`config.mk`:
```
export PLATFORM = sky130hd
export DESIGN_NAME = pim_controller
export DESIGN_NICKNAME = d
export VERILOG_FILES = /design/src/pim_pkg.sv /design/src/pim_resolver.sv /design/src/pim_request_cell.sv /design/src/pim_controller.sv
export SDC_FILE = /design/constraint.sdc
export NUM_CORES = 1
export LEC_CHECK = 0
export BUFFER_PORTS_ARGS = -buffer_cell sky130_fd_sc_hd__buf_2
export CORE_MARGIN = 2
export CORE_UTILIZATION = 45
export CTS_BUF_LIST = sky130_fd_sc_hd__clkbuf_8
export CTS_CLUSTER_SIZE = 20
export DETAILED_ROUTE_END_ITERATION = 16
export HOLD_SLACK_MARGIN = 0.02
export PLACE_DENSITY = 0.66
export SYNTH_ARGS = -nofsm -noshare
export SYNTH_HDL_FRONTEND = slang
export SYNTH_SLANG_ARGS = --single-unit
```
`constraint.sdc`:
```
create_clock -name clk_i -period 5.2 [get_ports clk_i]
set_clock_uncertainty 0.2 [all_clocks]
set_input_delay 0.78 -clock clk_i [delete_from_list [all_inputs] [get_ports clk_i]]
set_output_delay 0.78 -clock clk_i [all_outputs]
set_load 0.05 [all_outputs]
```
`src/pim_pkg.sv`:
```
// constants shared by the priority interrupt controller files
package pim_pkg;
  localparam int unsigned NUM_INPUTS     = 8;
  localparam int unsigned LEVEL_W        = 3;
  localparam int unsigned BASE_W         = 5;
  // address bit values
  localparam logic        ADDR_CMD       = 1'b0;
  localparam logic        ADDR_MASK      = 1'b1;
  // command word selection bits
  localparam int unsigned SEL_HI_BIT     = 4;
  localparam int unsigned SEL_LO_BIT     = 3;
  // rotate_eoi_command fields
  localparam int unsigned ROTATE_BIT     = 7;
  localparam int unsigned SELECT_LVL_BIT = 6;
  localparam int unsigned EOS_BIT        = 5;
  localparam int unsigned LEVEL_LSB      = 0;
  // mask_poll_read_command fields
  localparam int unsigned SM_ENABLE_BIT  = 6;
  localparam int unsigned SM_SELECT_BIT  = 5;
  localparam int unsigned POLL_BIT       = 2;
  localparam int unsigned RD_ENABLE_BIT  = 1;
  localparam int unsigned RD_ISR_BIT     = 0;
  // poll answer layout
  localparam int unsigned POLL_FLAG_BIT  = 7;
  // reset values and the no-request level code
  localparam logic [2:0]  PRIO_LOW_RESET = 3'h7;
  localparam logic [2:0]  NO_REQ_LEVEL   = 3'h7;
  localparam logic [7:0]  MASK_RESET     = 8'h00;
  localparam logic [7:0]  ISR_RESET      = 8'h00;
  localparam logic [2:0]  CASCADE_IDLE   = 3'h0;

  typedef enum logic [0:0]
  {
    PIM_ACK_IDLE = 1'b0,
    PIM_ACK_WAIT = 1'b1
  } pim_ack_state_type;
endpackage

```
`src/pim_resolver.sv`:
```
// rotating priority resolver: highest priority set bit of a vector
`timescale 1ns/100ps
module pim_resolver
  import pim_pkg::*;
(
  input  wire logic [7:0] vec_i,
  input  wire logic [2:0] low_i,
  output logic            found_o,
  output logic [2:0]      idx_o
);
  logic [7:0] rot;
  logic [2:0] pos;
  logic [2:0] top;

  // input low_i+1 is the highest priority
  assign top = 3'(low_i + 3'h1);
  assign rot = (vec_i >> top) | (vec_i << (4'h8 - {1'b0, top}));

  always_comb
  begin
    pos = 3'h0;
    for (int i = 7; i >= 0; i--)
    begin
      if (rot[i])
      begin
        pos = 3'(i);
      end
    end
  end

  assign found_o = |vec_i;
  assign idx_o   = 3'(pos + top);
endmodule

```
`src/pim_request_cell.sv`:
```
// one request latch cell with edge or level capture
`timescale 1ns/100ps
module pim_request_cell
(
  input  wire logic clk_i,
  input  wire logic reset_n_i,
  input  wire logic level_i,
  input  wire logic level_mode_i,
  input  wire logic clear_i,
  input  wire logic rearm_i,
  output logic      latch_o
);
  logic prev_q;
  logic latch_q;

  always_ff @(posedge clk_i or negedge reset_n_i)
  begin
    if (!reset_n_i)
    begin
      prev_q <= 1'b1;
    end
    else
    begin
      // rearm demands a fresh rising edge
      prev_q <= rearm_i ? 1'b1 : level_i;
    end
  end

  // a new edge beats a clear in the same cycle
  always_ff @(posedge clk_i or negedge reset_n_i)
  begin
    if (!reset_n_i)
    begin
      latch_q <= 1'b0;
    end
    else if (rearm_i)
    begin
      latch_q <= 1'b0;
    end
    else if (level_i && (level_mode_i || !prev_q))
    begin
      latch_q <= 1'b1;
    end
    else if (!level_i || clear_i)
    begin
      latch_q <= 1'b0;
    end
  end

  assign latch_o = latch_q;
endmodule

```
`src/pim_controller.sv`:
```
// eight-input priority interrupt controller: commands, modes, acknowledge
//
// The address map and the strobed register port were decided locally.
`timescale 1ns/100ps
module pim_controller
  import pim_pkg::*;
(
  input  wire logic                  clk_i,
  input  wire logic                  reset_n_i,
  input  wire logic                  addr_i,
  input  wire logic [7:0]            wdata_i,
  input  wire logic                  wr_i,
  input  wire logic                  rd_i,
  output logic      [7:0]            rdata_o,
  output logic                       rdata_valid_o,
  input  wire logic                  ack_i,
  output logic      [7:0]            vector_o,
  output logic                       vector_valid_o,
  input  wire logic [7:0]            request_inputs_i,
  output logic                       interrupt_o,
  output logic      [2:0]            cascade_lines_o,
  output logic                       cascade_lines_oe_n_o,
  output logic                       slave_program_buffer_enable_n_o,
  input  wire logic                  cfg_level_trigger_i,
  input  wire logic                  cfg_auto_eos_i,
  input  wire logic                  cfg_special_nesting_i,
  input  wire logic                  cfg_buffered_i,
  input  wire logic                  cfg_master_i,
  input  wire logic [7:0]            cfg_slave_map_i,
  input  wire logic [BASE_W-1:0]     cfg_vector_base_i
);
  import pim_pkg::*;

  pim_ack_state_type ack_state_q;
  logic [7:0] req_meta_q;
  logic [7:0] req_sync_q;
  logic [7:0] request_latch;
  logic [7:0] imr_q;
  logic [7:0] isr_q;
  logic [7:0] isr_set;
  logic [7:0] isr_clr;
  logic [7:0] irr_clr;
  logic [7:0] isr_eff;
  logic [7:0] req_vec;
  logic [2:0] prio_low_q;
  logic       smm_q;
  logic       sel_isr_q;
  logic       rot_aeos_q;
  logic       poll_q;
  logic       poll_pend_q;
  logic [2:0] poll_lvl_q;
  logic       ack_found_q;
  logic [2:0] ack_lvl_q;
  logic [7:0] rdata_q;
  logic       rd_valid_q;
  logic [7:0] vector_q;
  logic       vec_valid_q;
  logic [2:0] cascade_q;
  logic       int_q;
  logic       req_found;
  logic [2:0] req_idx;
  logic       isr_found;
  logic [2:0] isr_idx;
  logic       grant;
  logic       wr_cmd;
  logic       wr_mask;
  logic       is_rot;
  logic       is_mpr;
  logic       is_init;
  logic       ack_first;
  logic       ack_final;
  logic       poll_rd;
  logic       ns_eos;
  logic       sp_eos;
  logic [2:0] lvl_field;

  function automatic logic [2:0] rank(input logic [2:0] idx,
                                      input logic [2:0] low);
    rank = 3'(idx - low - 3'h1);
  endfunction

  // request pins come from outside the clock domain
  always_ff @(posedge clk_i or negedge reset_n_i)
  begin
    if (!reset_n_i)
    begin
      req_meta_q <= 8'h00;
      req_sync_q <= 8'h00;
    end
    else
    begin
      req_meta_q <= request_inputs_i;
      req_sync_q <= req_meta_q;
    end
  end

  assign wr_cmd  = wr_i && (addr_i == ADDR_CMD);
  assign is_rot  = wr_cmd && !wdata_i[SEL_HI_BIT] && !wdata_i[SEL_LO_BIT];
  assign is_mpr  = wr_cmd && !wdata_i[SEL_HI_BIT] && wdata_i[SEL_LO_BIT];
  assign is_init = wr_cmd && wdata_i[SEL_HI_BIT];
  // address high is always a mask write
  assign wr_mask = wr_i && (addr_i == ADDR_MASK);
  // level field read only by specific operations
  assign lvl_field = wdata_i[LEVEL_LSB +: LEVEL_W];
  assign ns_eos  = is_rot && wdata_i[EOS_BIT] && !wdata_i[SELECT_LVL_BIT];
  assign sp_eos  = is_rot && wdata_i[EOS_BIT] && wdata_i[SELECT_LVL_BIT];
  assign ack_first = ack_i && (ack_state_q == PIM_ACK_IDLE);
  assign ack_final = ack_i && (ack_state_q == PIM_ACK_WAIT);
  assign poll_rd   = rd_i && poll_q;

  genvar g;
  generate
    for (g = 0; g < NUM_INPUTS; g++)
    begin : g_cell
      // edge or level capture per input
      pim_request_cell u_cell
      (
        .clk_i        (clk_i),
        .reset_n_i    (reset_n_i),
        .level_i      (req_sync_q[g]),
        .level_mode_i (cfg_level_trigger_i),
        .clear_i      (irr_clr[g]),
        .rearm_i      (is_init),
        .latch_o      (request_latch[g])
      );
    end
  endgenerate

  assign req_vec = request_latch & ~imr_q;
  // special mask hides masked in-service bits
  assign isr_eff = smm_q ? (isr_q & ~imr_q) : isr_q;

  pim_resolver u_req_res
  (
    .vec_i   (req_vec),
    .low_i   (prio_low_q),
    .found_o (req_found),
    .idx_o   (req_idx)
  );

  pim_resolver u_isr_res
  (
    .vec_i   (isr_eff),
    .low_i   (prio_low_q),
    .found_o (isr_found),
    .idx_o   (isr_idx)
  );

  // lower requests ignored while a higher one is in service
  // special nesting lets the serving slave through again
  assign grant = req_found &&
                 (!isr_found ||
                  (rank(req_idx, prio_low_q) < rank(isr_idx, prio_low_q)) ||
                  (cfg_special_nesting_i && cfg_master_i &&
                   cfg_slave_map_i[req_idx] && (req_idx == isr_idx)));

  always_ff @(posedge clk_i or negedge reset_n_i)
  begin
    if (!reset_n_i)
    begin
      int_q <= 1'b0;
    end
    else
    begin
      int_q <= grant && (ack_state_q == PIM_ACK_IDLE) && !poll_q;
    end
  end

  always_ff @(posedge clk_i or negedge reset_n_i)
  begin
    if (!reset_n_i)
    begin
      imr_q <= MASK_RESET;
    end
    else if (wr_mask)
    begin
      imr_q <= wdata_i;
    end
    else if (is_init)
    begin
      imr_q <= MASK_RESET;
    end
  end

  // special mask and read selection persist between writes
  always_ff @(posedge clk_i or negedge reset_n_i)
  begin
    if (!reset_n_i)
    begin
      smm_q     <= 1'b0;
      sel_isr_q <= 1'b0;
    end
    else if (is_init)
    begin
      smm_q     <= 1'b0;
      sel_isr_q <= 1'b0;
    end
    else if (is_mpr)
    begin
      if (wdata_i[SM_ENABLE_BIT])
      begin
        smm_q <= wdata_i[SM_SELECT_BIT];
      end
      if (wdata_i[RD_ENABLE_BIT])
      begin
        sel_isr_q <= wdata_i[RD_ISR_BIT];
      end
    end
  end

  // poll freezes the answer at the write, ends at the next read
  always_ff @(posedge clk_i or negedge reset_n_i)
  begin
    if (!reset_n_i)
    begin
      poll_q      <= 1'b0;
      poll_pend_q <= 1'b0;
      poll_lvl_q  <= 3'h0;
    end
    else if (is_mpr && wdata_i[POLL_BIT])
    begin
      poll_q      <= 1'b1;
      poll_pend_q <= grant;
      poll_lvl_q  <= grant ? req_idx : 3'h0;
    end
    else if (rd_i)
    begin
      poll_q <= 1'b0;
    end
  end

  // acknowledge sequence: first pulse picks, final pulse delivers
  always_ff @(posedge clk_i or negedge reset_n_i)
  begin
    if (!reset_n_i)
    begin
      ack_state_q <= PIM_ACK_IDLE;
      ack_found_q <= 1'b0;
      ack_lvl_q   <= 3'h0;
    end
    else
    begin
      case (ack_state_q)
        PIM_ACK_IDLE:
        begin
          if (ack_first)
          begin
            ack_state_q <= PIM_ACK_WAIT;
            ack_found_q <= grant;
            ack_lvl_q   <= grant ? req_idx : NO_REQ_LEVEL;
          end
        end
        PIM_ACK_WAIT:
        begin
          if (ack_final)
          begin
            ack_state_q <= PIM_ACK_IDLE;
          end
        end
        default:
        begin
          ack_state_q <= PIM_ACK_IDLE;
        end
      endcase
    end
  end

  // set in service on delivery, also on a pending poll read
  // auto end-of-service means a delivery never leaves the bit set
  // nothing is set when the request vanished
  always_comb
  begin
    isr_set = 8'h00;
    irr_clr = 8'h00;
    if (ack_final && ack_found_q)
    begin
      irr_clr[ack_lvl_q] = 1'b1;
      isr_set[ack_lvl_q] = !cfg_auto_eos_i;
    end
    if (poll_rd && poll_pend_q)
    begin
      irr_clr[poll_lvl_q] = 1'b1;
      isr_set[poll_lvl_q] = 1'b1;
    end
  end

  // non-specific clears top in-service bit (masked bits skipped only in special mask), specific clears named
  always_comb
  begin
    isr_clr = 8'h00;
    if (ns_eos && isr_found)
    begin
      isr_clr[isr_idx] = 1'b1;
    end
    if (sp_eos)
    begin
      isr_clr[lvl_field] = 1'b1;
    end
  end

  // set beats clear in the same cycle
  always_ff @(posedge clk_i or negedge reset_n_i)
  begin
    if (!reset_n_i)
    begin
      isr_q <= ISR_RESET;
    end
    else
    begin
      isr_q <= (isr_q & ~isr_clr) | isr_set;
    end
  end

  always_ff @(posedge clk_i or negedge reset_n_i)
  begin
    if (!reset_n_i)
    begin
      rot_aeos_q <= 1'b0;
    end
    else if (is_rot && !wdata_i[EOS_BIT] && !wdata_i[SELECT_LVL_BIT])
    begin
      rot_aeos_q <= wdata_i[ROTATE_BIT];
    end
  end

  // serviced input becomes lowest, named input becomes lowest
  always_ff @(posedge clk_i or negedge reset_n_i)
  begin
    if (!reset_n_i)
    begin
      prio_low_q <= PRIO_LOW_RESET;
    end
    else if (is_init)
    begin
      prio_low_q <= PRIO_LOW_RESET;
    end
    else if (is_rot && wdata_i[ROTATE_BIT] && wdata_i[SELECT_LVL_BIT])
    begin
      prio_low_q <= lvl_field;
    end
    else if (ns_eos && wdata_i[ROTATE_BIT] && isr_found)
    begin
      prio_low_q <= isr_idx;
    end
    else if (ack_final && ack_found_q && cfg_auto_eos_i && rot_aeos_q)
    begin
      prio_low_q <= ack_lvl_q;
    end
  end

  // poll answer, status readback with poll taking precedence
  always_ff @(posedge clk_i or negedge reset_n_i)
  begin
    if (!reset_n_i)
    begin
      rdata_q    <= 8'h00;
      rd_valid_q <= 1'b0;
    end
    else
    begin
      rd_valid_q <= rd_i;
      if (poll_rd)
      begin
        rdata_q <= {poll_pend_q, 4'h0, poll_lvl_q};
      end
      else if (rd_i && (addr_i == ADDR_MASK))
      begin
        rdata_q <= imr_q;
      end
      else if (rd_i)
      begin
        rdata_q <= sel_isr_q ? isr_q : request_latch;
      end
    end
  end

  // a vanished request answers with level code 7 (NO_REQ_LEVEL)
  always_ff @(posedge clk_i or negedge reset_n_i)
  begin
    if (!reset_n_i)
    begin
      vector_q    <= 8'h00;
      vec_valid_q <= 1'b0;
    end
    else
    begin
      vec_valid_q <= ack_final;
      if (ack_final)
      begin
        vector_q <= {cfg_vector_base_i, ack_lvl_q};
      end
    end
  end

  // slave id held from after first pulse until final pulse
  always_ff @(posedge clk_i or negedge reset_n_i)
  begin
    if (!reset_n_i)
    begin
      cascade_q <= CASCADE_IDLE;
    end
    else if (ack_first && grant && cfg_master_i && cfg_slave_map_i[req_idx])
    begin
      cascade_q <= req_idx;
    end
    else if (ack_final)
    begin
      cascade_q <= CASCADE_IDLE;
    end
  end

  assign rdata_o              = rdata_q;
  assign rdata_valid_o        = rd_valid_q;
  assign vector_o             = vector_q;
  assign vector_valid_o       = vec_valid_q;
  assign interrupt_o          = int_q;
  assign cascade_lines_o      = cascade_q;
  assign cascade_lines_oe_n_o = !cfg_master_i;
  // buffer enable follows the data drivers
  assign slave_program_buffer_enable_n_o =
    !(cfg_buffered_i && (rd_valid_q || vec_valid_q));
endmodule

```
# [Word-level counts from Yosys, hierarchy flattened]
# Index checks and enable logic that the tools add are counted.
# Widths: inputs -> output; s select.
[classes] shift=4 mux=90 reduce_logical=112 n_eq_ne=1 add_sub_neg=8 bitwise=14 magnitude_cmp=10
[ops] op="$mux 8" count=13
[ops] op="$mux 3" count=24
[ops] op="$or 8x8->8" count=6
[ops] op="$logic_and 1x1->1" count=47
[ops] op="$mux 1" count=47
[ops] op="$and 8x8->8" count=4
[ops] op="$reduce_bool 3->1" count=9
[ops] op="$logic_not 1->1" count=25
[ops] op="$lt 3x4->1 const B" count=5
[ops] op="$logic_or 1x1->1" count=19
[ops] op="$not 8->8" count=2
[ops] op="$reduce_or 8->1" count=2
[ops] op="$shl 8x4->8" count=2
[ops] op="$shr 8x3->8" count=2
[ops] op="$demux 1 s3" count=4
[ops] op="$ge 3x1->1 const B" count=4
[ops] op="$reduce_bool 2->1" count=6
[ops] op="$add 3x3->3" count=2
[ops] op="$reduce_and 2->1" count=3
[ops] op="$sub 3x1->3 const B" count=2
[ops] op="$sub 3x3->3" count=2
[ops] op="$reduce_bool 4->1" count=1
[ops] op="$sub 4x3->4 const A" count=1
[ops] op="$add 3x1->3 const B" count=1
[ops] op="other kinds (5)" count=6
[totals] out_inout_bits=24 reg_bits=86

# [Logic depth before layout (Yosys ltp)]
[logic_depth] ltp_word=24 mapped_depth=26

# [Cells and area by module]
# From an unflattened synthesis, not the netlist that was laid out.
[unflattened] hier_cells=633 hier_area_um2=6034.5
[modules_own_cells] mod="pim_controller" instances=1 cells_each=361 area_each_um2=3653.5
[modules_own_cells] mod="pim_resolver (u_req_res)" instances=1 cells_each=110 area_each_um2=884.6
[modules_own_cells] mod="pim_resolver (u_isr_res)" instances=1 cells_each=106 area_each_um2=855.8
[modules_own_cells] mod="pim_request_cell" instances=8 cells_each=7 area_each_um2=80.1

# [Worst setup path after synthesis]
# OpenSTA, ideal clock, no wires.
[synth_path] path_kind="register to register" startpoint="register prio_low_q[1]" endpoint="register ack_found_q" period_less_slack_ps=5683 path_stages_with_launch=24 slack_ps=-483 path_buffers=1 arrival_time_ps=5358 required_ps=4875 cell_sequence="dfstp_2 ha_1 buf_2 and4b_1 or4_1 a221oi_1 o21ai_0 a21oi_1 or3_1 a221oi_1 o221ai_1 inv_1 ha_1 inv_1 fa_1 fa_1 xor2_1 xnor2_1 ha_1 nor2b_1 o21ai_0 o21ai_0 nand3_1 mux2_2"
[synth_via] elab_chain_len=19 word_cells_on_any_way=39 classes_between="8 x add/sub; 1 x order compare; 1 x eq/ne; 4 x shift; 18 x mux; 2 x bitwise; 5 x reduce/logical"
[synth_rtl] element="start, declared" line_no="pim_controller.sv:45" rtl="logic [2:0] prio_low_q;"
[synth_rtl] element="start signal, assigned" line_no="pim_controller.sv:339" rtl="prio_low_q <= lvl_field;"
[synth_rtl] element="start signal, assigned" line_no="pim_controller.sv:343" rtl="prio_low_q <= isr_idx;"
[synth_rtl] element="start signal, assigned" line_no="pim_controller.sv:347" rtl="prio_low_q <= ack_lvl_q;"
[synth_rtl] element="$add 3x1->3" line_no="pim_resolver.sv:16" rtl="assign top = 3'(low_i + 3'h1);"
[synth_rtl] element="$sub 4x3->4" line_no="pim_resolver.sv:17" rtl="assign rot = (vec_i >> top) | (vec_i << (4'h8 - {1'b0, top}));"
[synth_rtl] element="$shl 8x4->8" line_no="pim_resolver.sv:17"
[synth_rtl] element="$or 8x8->8" line_no="pim_resolver.sv:17"
[synth_rtl] element="$mux 3 (8 in a row)" line_no="pim_resolver.sv:24" rtl="if (rot[i])"
[synth_rtl] element="$add 3x3->3" line_no="pim_resolver.sv:32" rtl="assign idx_o = 3'(pos + top);"
[synth_rtl] element="$sub 3x3->3 / $bmux 1 s3 (equally long branches)" line_no="pim_controller.sv:79, pim_controller.sv:155"
[synth_rtl] element="$sub 3x1->3 / $mux 1 (equally long branches)" line_no="pim_controller.sv:79, pim_controller.sv:155"
[synth_rtl] element="$lt 3x3->1 / $logic_and 1x1->1 (equally long branches)" line_no="pim_controller.sv:153, pim_controller.sv:154"
[synth_rtl] element="$logic_or 1x1->1 / $logic_and 1x1->1 (equally long branches)" line_no="pim_controller.sv:152, pim_controller.sv:155"
[synth_rtl] element="$logic_or 1x1->1 *" line_no="pim_controller.sv:153" rtl="(rank(req_idx, prio_low_q) < rank(isr_idx, prio_low_q)) ||"
[synth_rtl] element="$logic_and 1x1->1 *" line_no="pim_controller.sv:151" rtl="assign grant = req_found &&"
[synth_rtl] element="end signal, assigned" line_no="pim_controller.sv:249" rtl="ack_found_q <= grant;"
[synth_rtl] element="end, declared" line_no="pim_controller.sv:52" rtl="logic ack_found_q;"
# Mark *: on every way between the ends. The rest lies on a longest branch, timed or not. The select of a mux whose other input is x is not followed.
# A chain may end at the register's enable or synchronous reset.

# [Final worst setup path]
[layout_path] startpoint="register prio_low_q[0]" endpoint="register cascade_q[0] (netlist: cascade_lines_o[0])"
[layout_via] elab_chain_len=23 word_cells_on_any_way=44 classes_between="8 x add/sub; 1 x order compare; 1 x eq/ne; 4 x shift; 19 x mux; 2 x bitwise; 9 x reduce/logical"
[layout_rtl] element="$add 3x1->3" line_no="pim_resolver.sv:16"
[layout_rtl] element="$sub 4x3->4" line_no="pim_resolver.sv:17"
[layout_rtl] element="$shl 8x4->8" line_no="pim_resolver.sv:17"
[layout_rtl] element="$or 8x8->8" line_no="pim_resolver.sv:17"
[layout_rtl] element="$mux 3 (8 in a row)" line_no="pim_resolver.sv:24"
[layout_rtl] element="$add 3x3->3" line_no="pim_resolver.sv:32"
[layout_rtl] element="$sub 3x3->3 / $bmux 1 s3 (equally long branches)" line_no="pim_controller.sv:79, pim_controller.sv:155, pim_controller.sv:402"
[layout_rtl] element="$sub 3x1->3 / $mux 1 (equally long branches)" line_no="pim_controller.sv:79, pim_controller.sv:155, pim_controller.sv:402"
[layout_rtl] element="$lt 3x3->1 / $logic_and 1x1->1 (equally long branches)" line_no="pim_controller.sv:153, pim_controller.sv:154"
[layout_rtl] element="$logic_or 1x1->1 / $logic_and 1x1->1 (equally long branches)" line_no="pim_controller.sv:152, pim_controller.sv:155"
[layout_rtl] element="$logic_or 1x1->1" line_no="pim_controller.sv:153"
[layout_rtl] element="$logic_and 1x1->1" line_no="pim_controller.sv:151"
[layout_rtl] element="$logic_and 1x1->1 (3 in a row)" line_no="pim_controller.sv:402" rtl="else if (ack_first && grant && cfg_master_i && cfg_slave_map_i[req_idx])"
[layout_rtl] element="$mux 3 / $reduce_bool 2->1 (equally long branches)"
[layout_rtl] element="end signal, assigned" line_no="pim_controller.sv:404" rtl="cascade_q <= req_idx;"
[layout_rtl] element="end, declared" line_no="pim_controller.sv:58" rtl="logic [2:0] cascade_q;"
# Several ways; a longest one is shown, not always the timed one. The select of a mux whose other input is x is not followed.

==> results.yml <==
status:
  outcome: "finished, violations left"
  failed_checks: "setup timing"
setup_path:
  critPathCaptureType: "flop"
  slowest_delay_ns: 0.57
  crit_arrival_ns: 5.67
  crit_slowest_cell: "dfstp_2"
  worstSetupPathType: "reg -> reg"
  path_max_fanout: 7
  cp.required_ns: 5.30
  crit_top_cell: "buf_4"
  cp_cell_sequence: "ha_4, buf_8, and4b_1, or4_4, a221oi_4, o21ai_2, a21oi_1, or3_1, a221oi_2, o221ai_1, inv_1, ha_2, inv_2, fa_2, buf_4, buf_4, xor2_1, nor3_1, nand2_1, or3_4, a311oi_4, mux2i_1"
  cp-start-kind: "flop"
floorplanning:
  die_area_sq_mm: 0.0135
  fp-row-count: 40
  dieWidth_um: 116
  die_h_um: 116
  io_pins: 64
  fp.coreArea_sq_mm: 0.0122
  start_util_pct: 46.6
timing:
  setup_tns_ns: -3.45
  fin_crit_ns: 5.57
  period_share_pct: 107
  finalSetupViolCount: 12
  finalHoldViolations: 0
  slew_viol_final: 0
  slew_headroom_pct: 30.9
  tightest_slew_ns: 1.04
  layout_setup_ws_ns: -0.371
  rsz0062_at_grt: "yes"
  max_freq_ghz: 0.180
routing:
  routed_wl_mm: 19.1
  ant_nets: 0
  wirelength_met1_mm: 7.70
  route.met3.wl_mm: 1.01
  viasPerCell: 5.92
  dr_wl_met2_mm: 9.52
  vias: 5567
  top_layer_used: "met4"
  firstDrtPassIters: 5
  drcViolationCount: 0
  wl_per_cell_um: 20.3
  drt-initial-drc-count: 451
global_route:
  gr-total-overflow: 0
  antenna_found_initial: 0
  grt_use_total_pct: 28.4
  grt_pass1_vias: 5565
  grt_max_degree: 87
  grt_pass1_wl_mm: 29.2
final_layout:
  final_layout_size_suffix_gt1_share_pct: 37.3
  final_nets: 822
  area_growth_pct: 32.8
  n_antenna_cell: 0
clocking:
  cts.sink_count: 86
  insertion_delay_ns: 0.37
  cts_tree: "done"
  path_clk_slew_ns: 0.10
  clockBufferDepth: 2
  numCtsBuffers: 9
  cts-root-buf: "clkbuf_8"
  htreeDepth: 3
placed_design:
  gp_congestion: 0.940
  dp_hpwl_mm: 14.6
  port_buffers: 63
yosys:
  synth_area_sq_mm: 0.00567
  ys_seq_elements: 86
  yosys.area.top_type: "dfrtp_1"
  avgSynthCellArea_sq_um: 9.59
  yosysSeqAreaShare_pct: 38.2
  synth_top_flop_cell: "dfrtp_1"
  async_reset_ff_share_pct: 100
  synth_cell_type_count: 79
  netlist_instances: 591
  syn_nets: 645
  synthTopCellsByArea: "dfrtp_1, dfstp_2, mux2i_1"
  yosys_warnings: 0
  synth-edff-count: 0
  synth_top_area_share_pct: 33.1
job:
  cap_violations: 0
worst_hold_path:
  hp-class: "reg -> reg"
-- cell usage in the layout (no fill, tap or decap), drive strengths merged, types with 6 or more instances in the layout --
cell    count
buf       194
dfrtp      75
nor2       49
nand2      48
a21oi      31
nand2b     28
inv        27
mux2i      24
o21ai      19
o211ai     17
nand3      15
a31oi      14
mux2       14
a22o       12
nor2b      12
dfstp      11
o221ai     11
ha         10
o22ai       9
clkbuf      9
a21boi      9
mux4        8
nand4       7
a211oi      7
xnor2       7
nor3        6
a221oi      6
-- cell usage after synthesis, types with 5 or more instances --
master    count
a22o_1       12
a211oi_1      6
ha_1         10
mux2_2       12
mux2i_1      24
nand2_1      48
dfstp_2      11
nor3_1        6
mux4_2        8
a221oi_1      6
a21boi_1      6
nor2_1       49
nand2b_1     28
nand3_1      14
nand4_1       7
a21oi_1      31
xnor2_1       5
o22ai_1       9
dfrtp_1      75
o211ai_1     17
a31oi_1      14
inv_1        26
clkbuf_1     13
buf_2         9
o221ai_1     11
nor2b_1      12
o21ai_0      17
-- layer usage --
| layer | up-vias | GRT usage (%) |
|---|---|---|
| met5 | - | 0 |
| met4 | 0 | 15.4 |
| met3 | 58 | 3.22 |
| met2 | 247 | 48.9 |
| met1 | 2686 | 35.1 |
| li1 | 2576 | - |
-- metrics by stage --
step                      setup slack (ns)  hold WS [ns]  area [sq um]  instances  utilization [%]
after global routing                -0.584         0.165          7530        941             61.9
final                               -0.371         0.156          7530        941             61.9
after CTS                           -0.228         0.162          7380        937             60.7
after global placement              -0.229         0.134          6960        906             57.2
after floorplan                     -0.140         0.131          5740        591                -
after detailed placement            -0.369         0.136          6960        906             57.2
-- state kept, by name, summed over array words and instances (netlist names), 3 cells and up --
name / cells
isr_q: 8
poll_lvl_q: 3
ack_lvl_q: 3
vector_o: 8
req_meta_q: 8
rdata_o: 8
g_cell.u_cell.latch_o: 8
g_cell.u_cell.prev_q: 8
req_sync_q: 8
cascade_lines_o: 3
prio_low_q: 3
imr_q: 8
-- final timing paths --
path                       cells past startpoint            endpoint  slack, ns     startpoint
max reg2reg                                   22  cascade_lines_o[0]      -0.37  prio_low_q[0]
min in group asynchronous                      1       req_sync_q[6]       0.39      reset_n_i
max in group asynchronous                      1         ack_state_q       3.75      reset_n_i
min                                            0       req_sync_q[7]       0.16  req_meta_q[7]
min reg2reg                                    0       req_sync_q[7]       0.16  req_meta_q[7]
max                                           22  cascade_lines_o[0]      -0.37  prio_low_q[0]
-- kinds of logic (layout without fill, tap and decap cells) --
logic type / Yosys count / count (layout) / synth area share, %
fa+ha+maj: 14 / 14 / 3.62
buf+inv: 56 / 237 / 4.50
xor+xnor: 12 / 12 / 2.25
mux: 46 / 46 / 10.3
compound gates: 171 / 171 / 21.9
flops: 86 / 86 / 38.2
simple gates: 206 / 207 / 19.3
-- worst max-delay path: cells and delay by family (launching register included) --
family	cells	cell delay, ns
AND/OR/NAND/NOR	6	1.64
flip-flops	1	0.57
adder cells (fa/ha/maj)	3	0.87
XOR/XNOR	1	0.16
AO/OA/AOI/OAI	6	1.24
multiplexers	1	0.23
buffers and inverters	5	0.59
-- timing repair --
action | CTS | global route
hold buffers | 0 | 0
gates cloned | 1 | 0
resized for setup | 12 | 24
pin swaps | 9 | 5
endpoints found under the setup margin | 12 | 12
buffers inserted | 14 | 4
-- layout make-up --
class                   count  area (sq um)
multi-input cells         450          3470
flip-flops and latches     86          2170
inverters                  27           105
clock inverters             7           120
clock buffers               9           124
repair buffers            194          1330
well taps                 168           210
fillers                  1063          4640
Power is left out: the tool's default activity adds up to more than one toggle a clock period on the data nets, which glitch-free logic cannot reach.
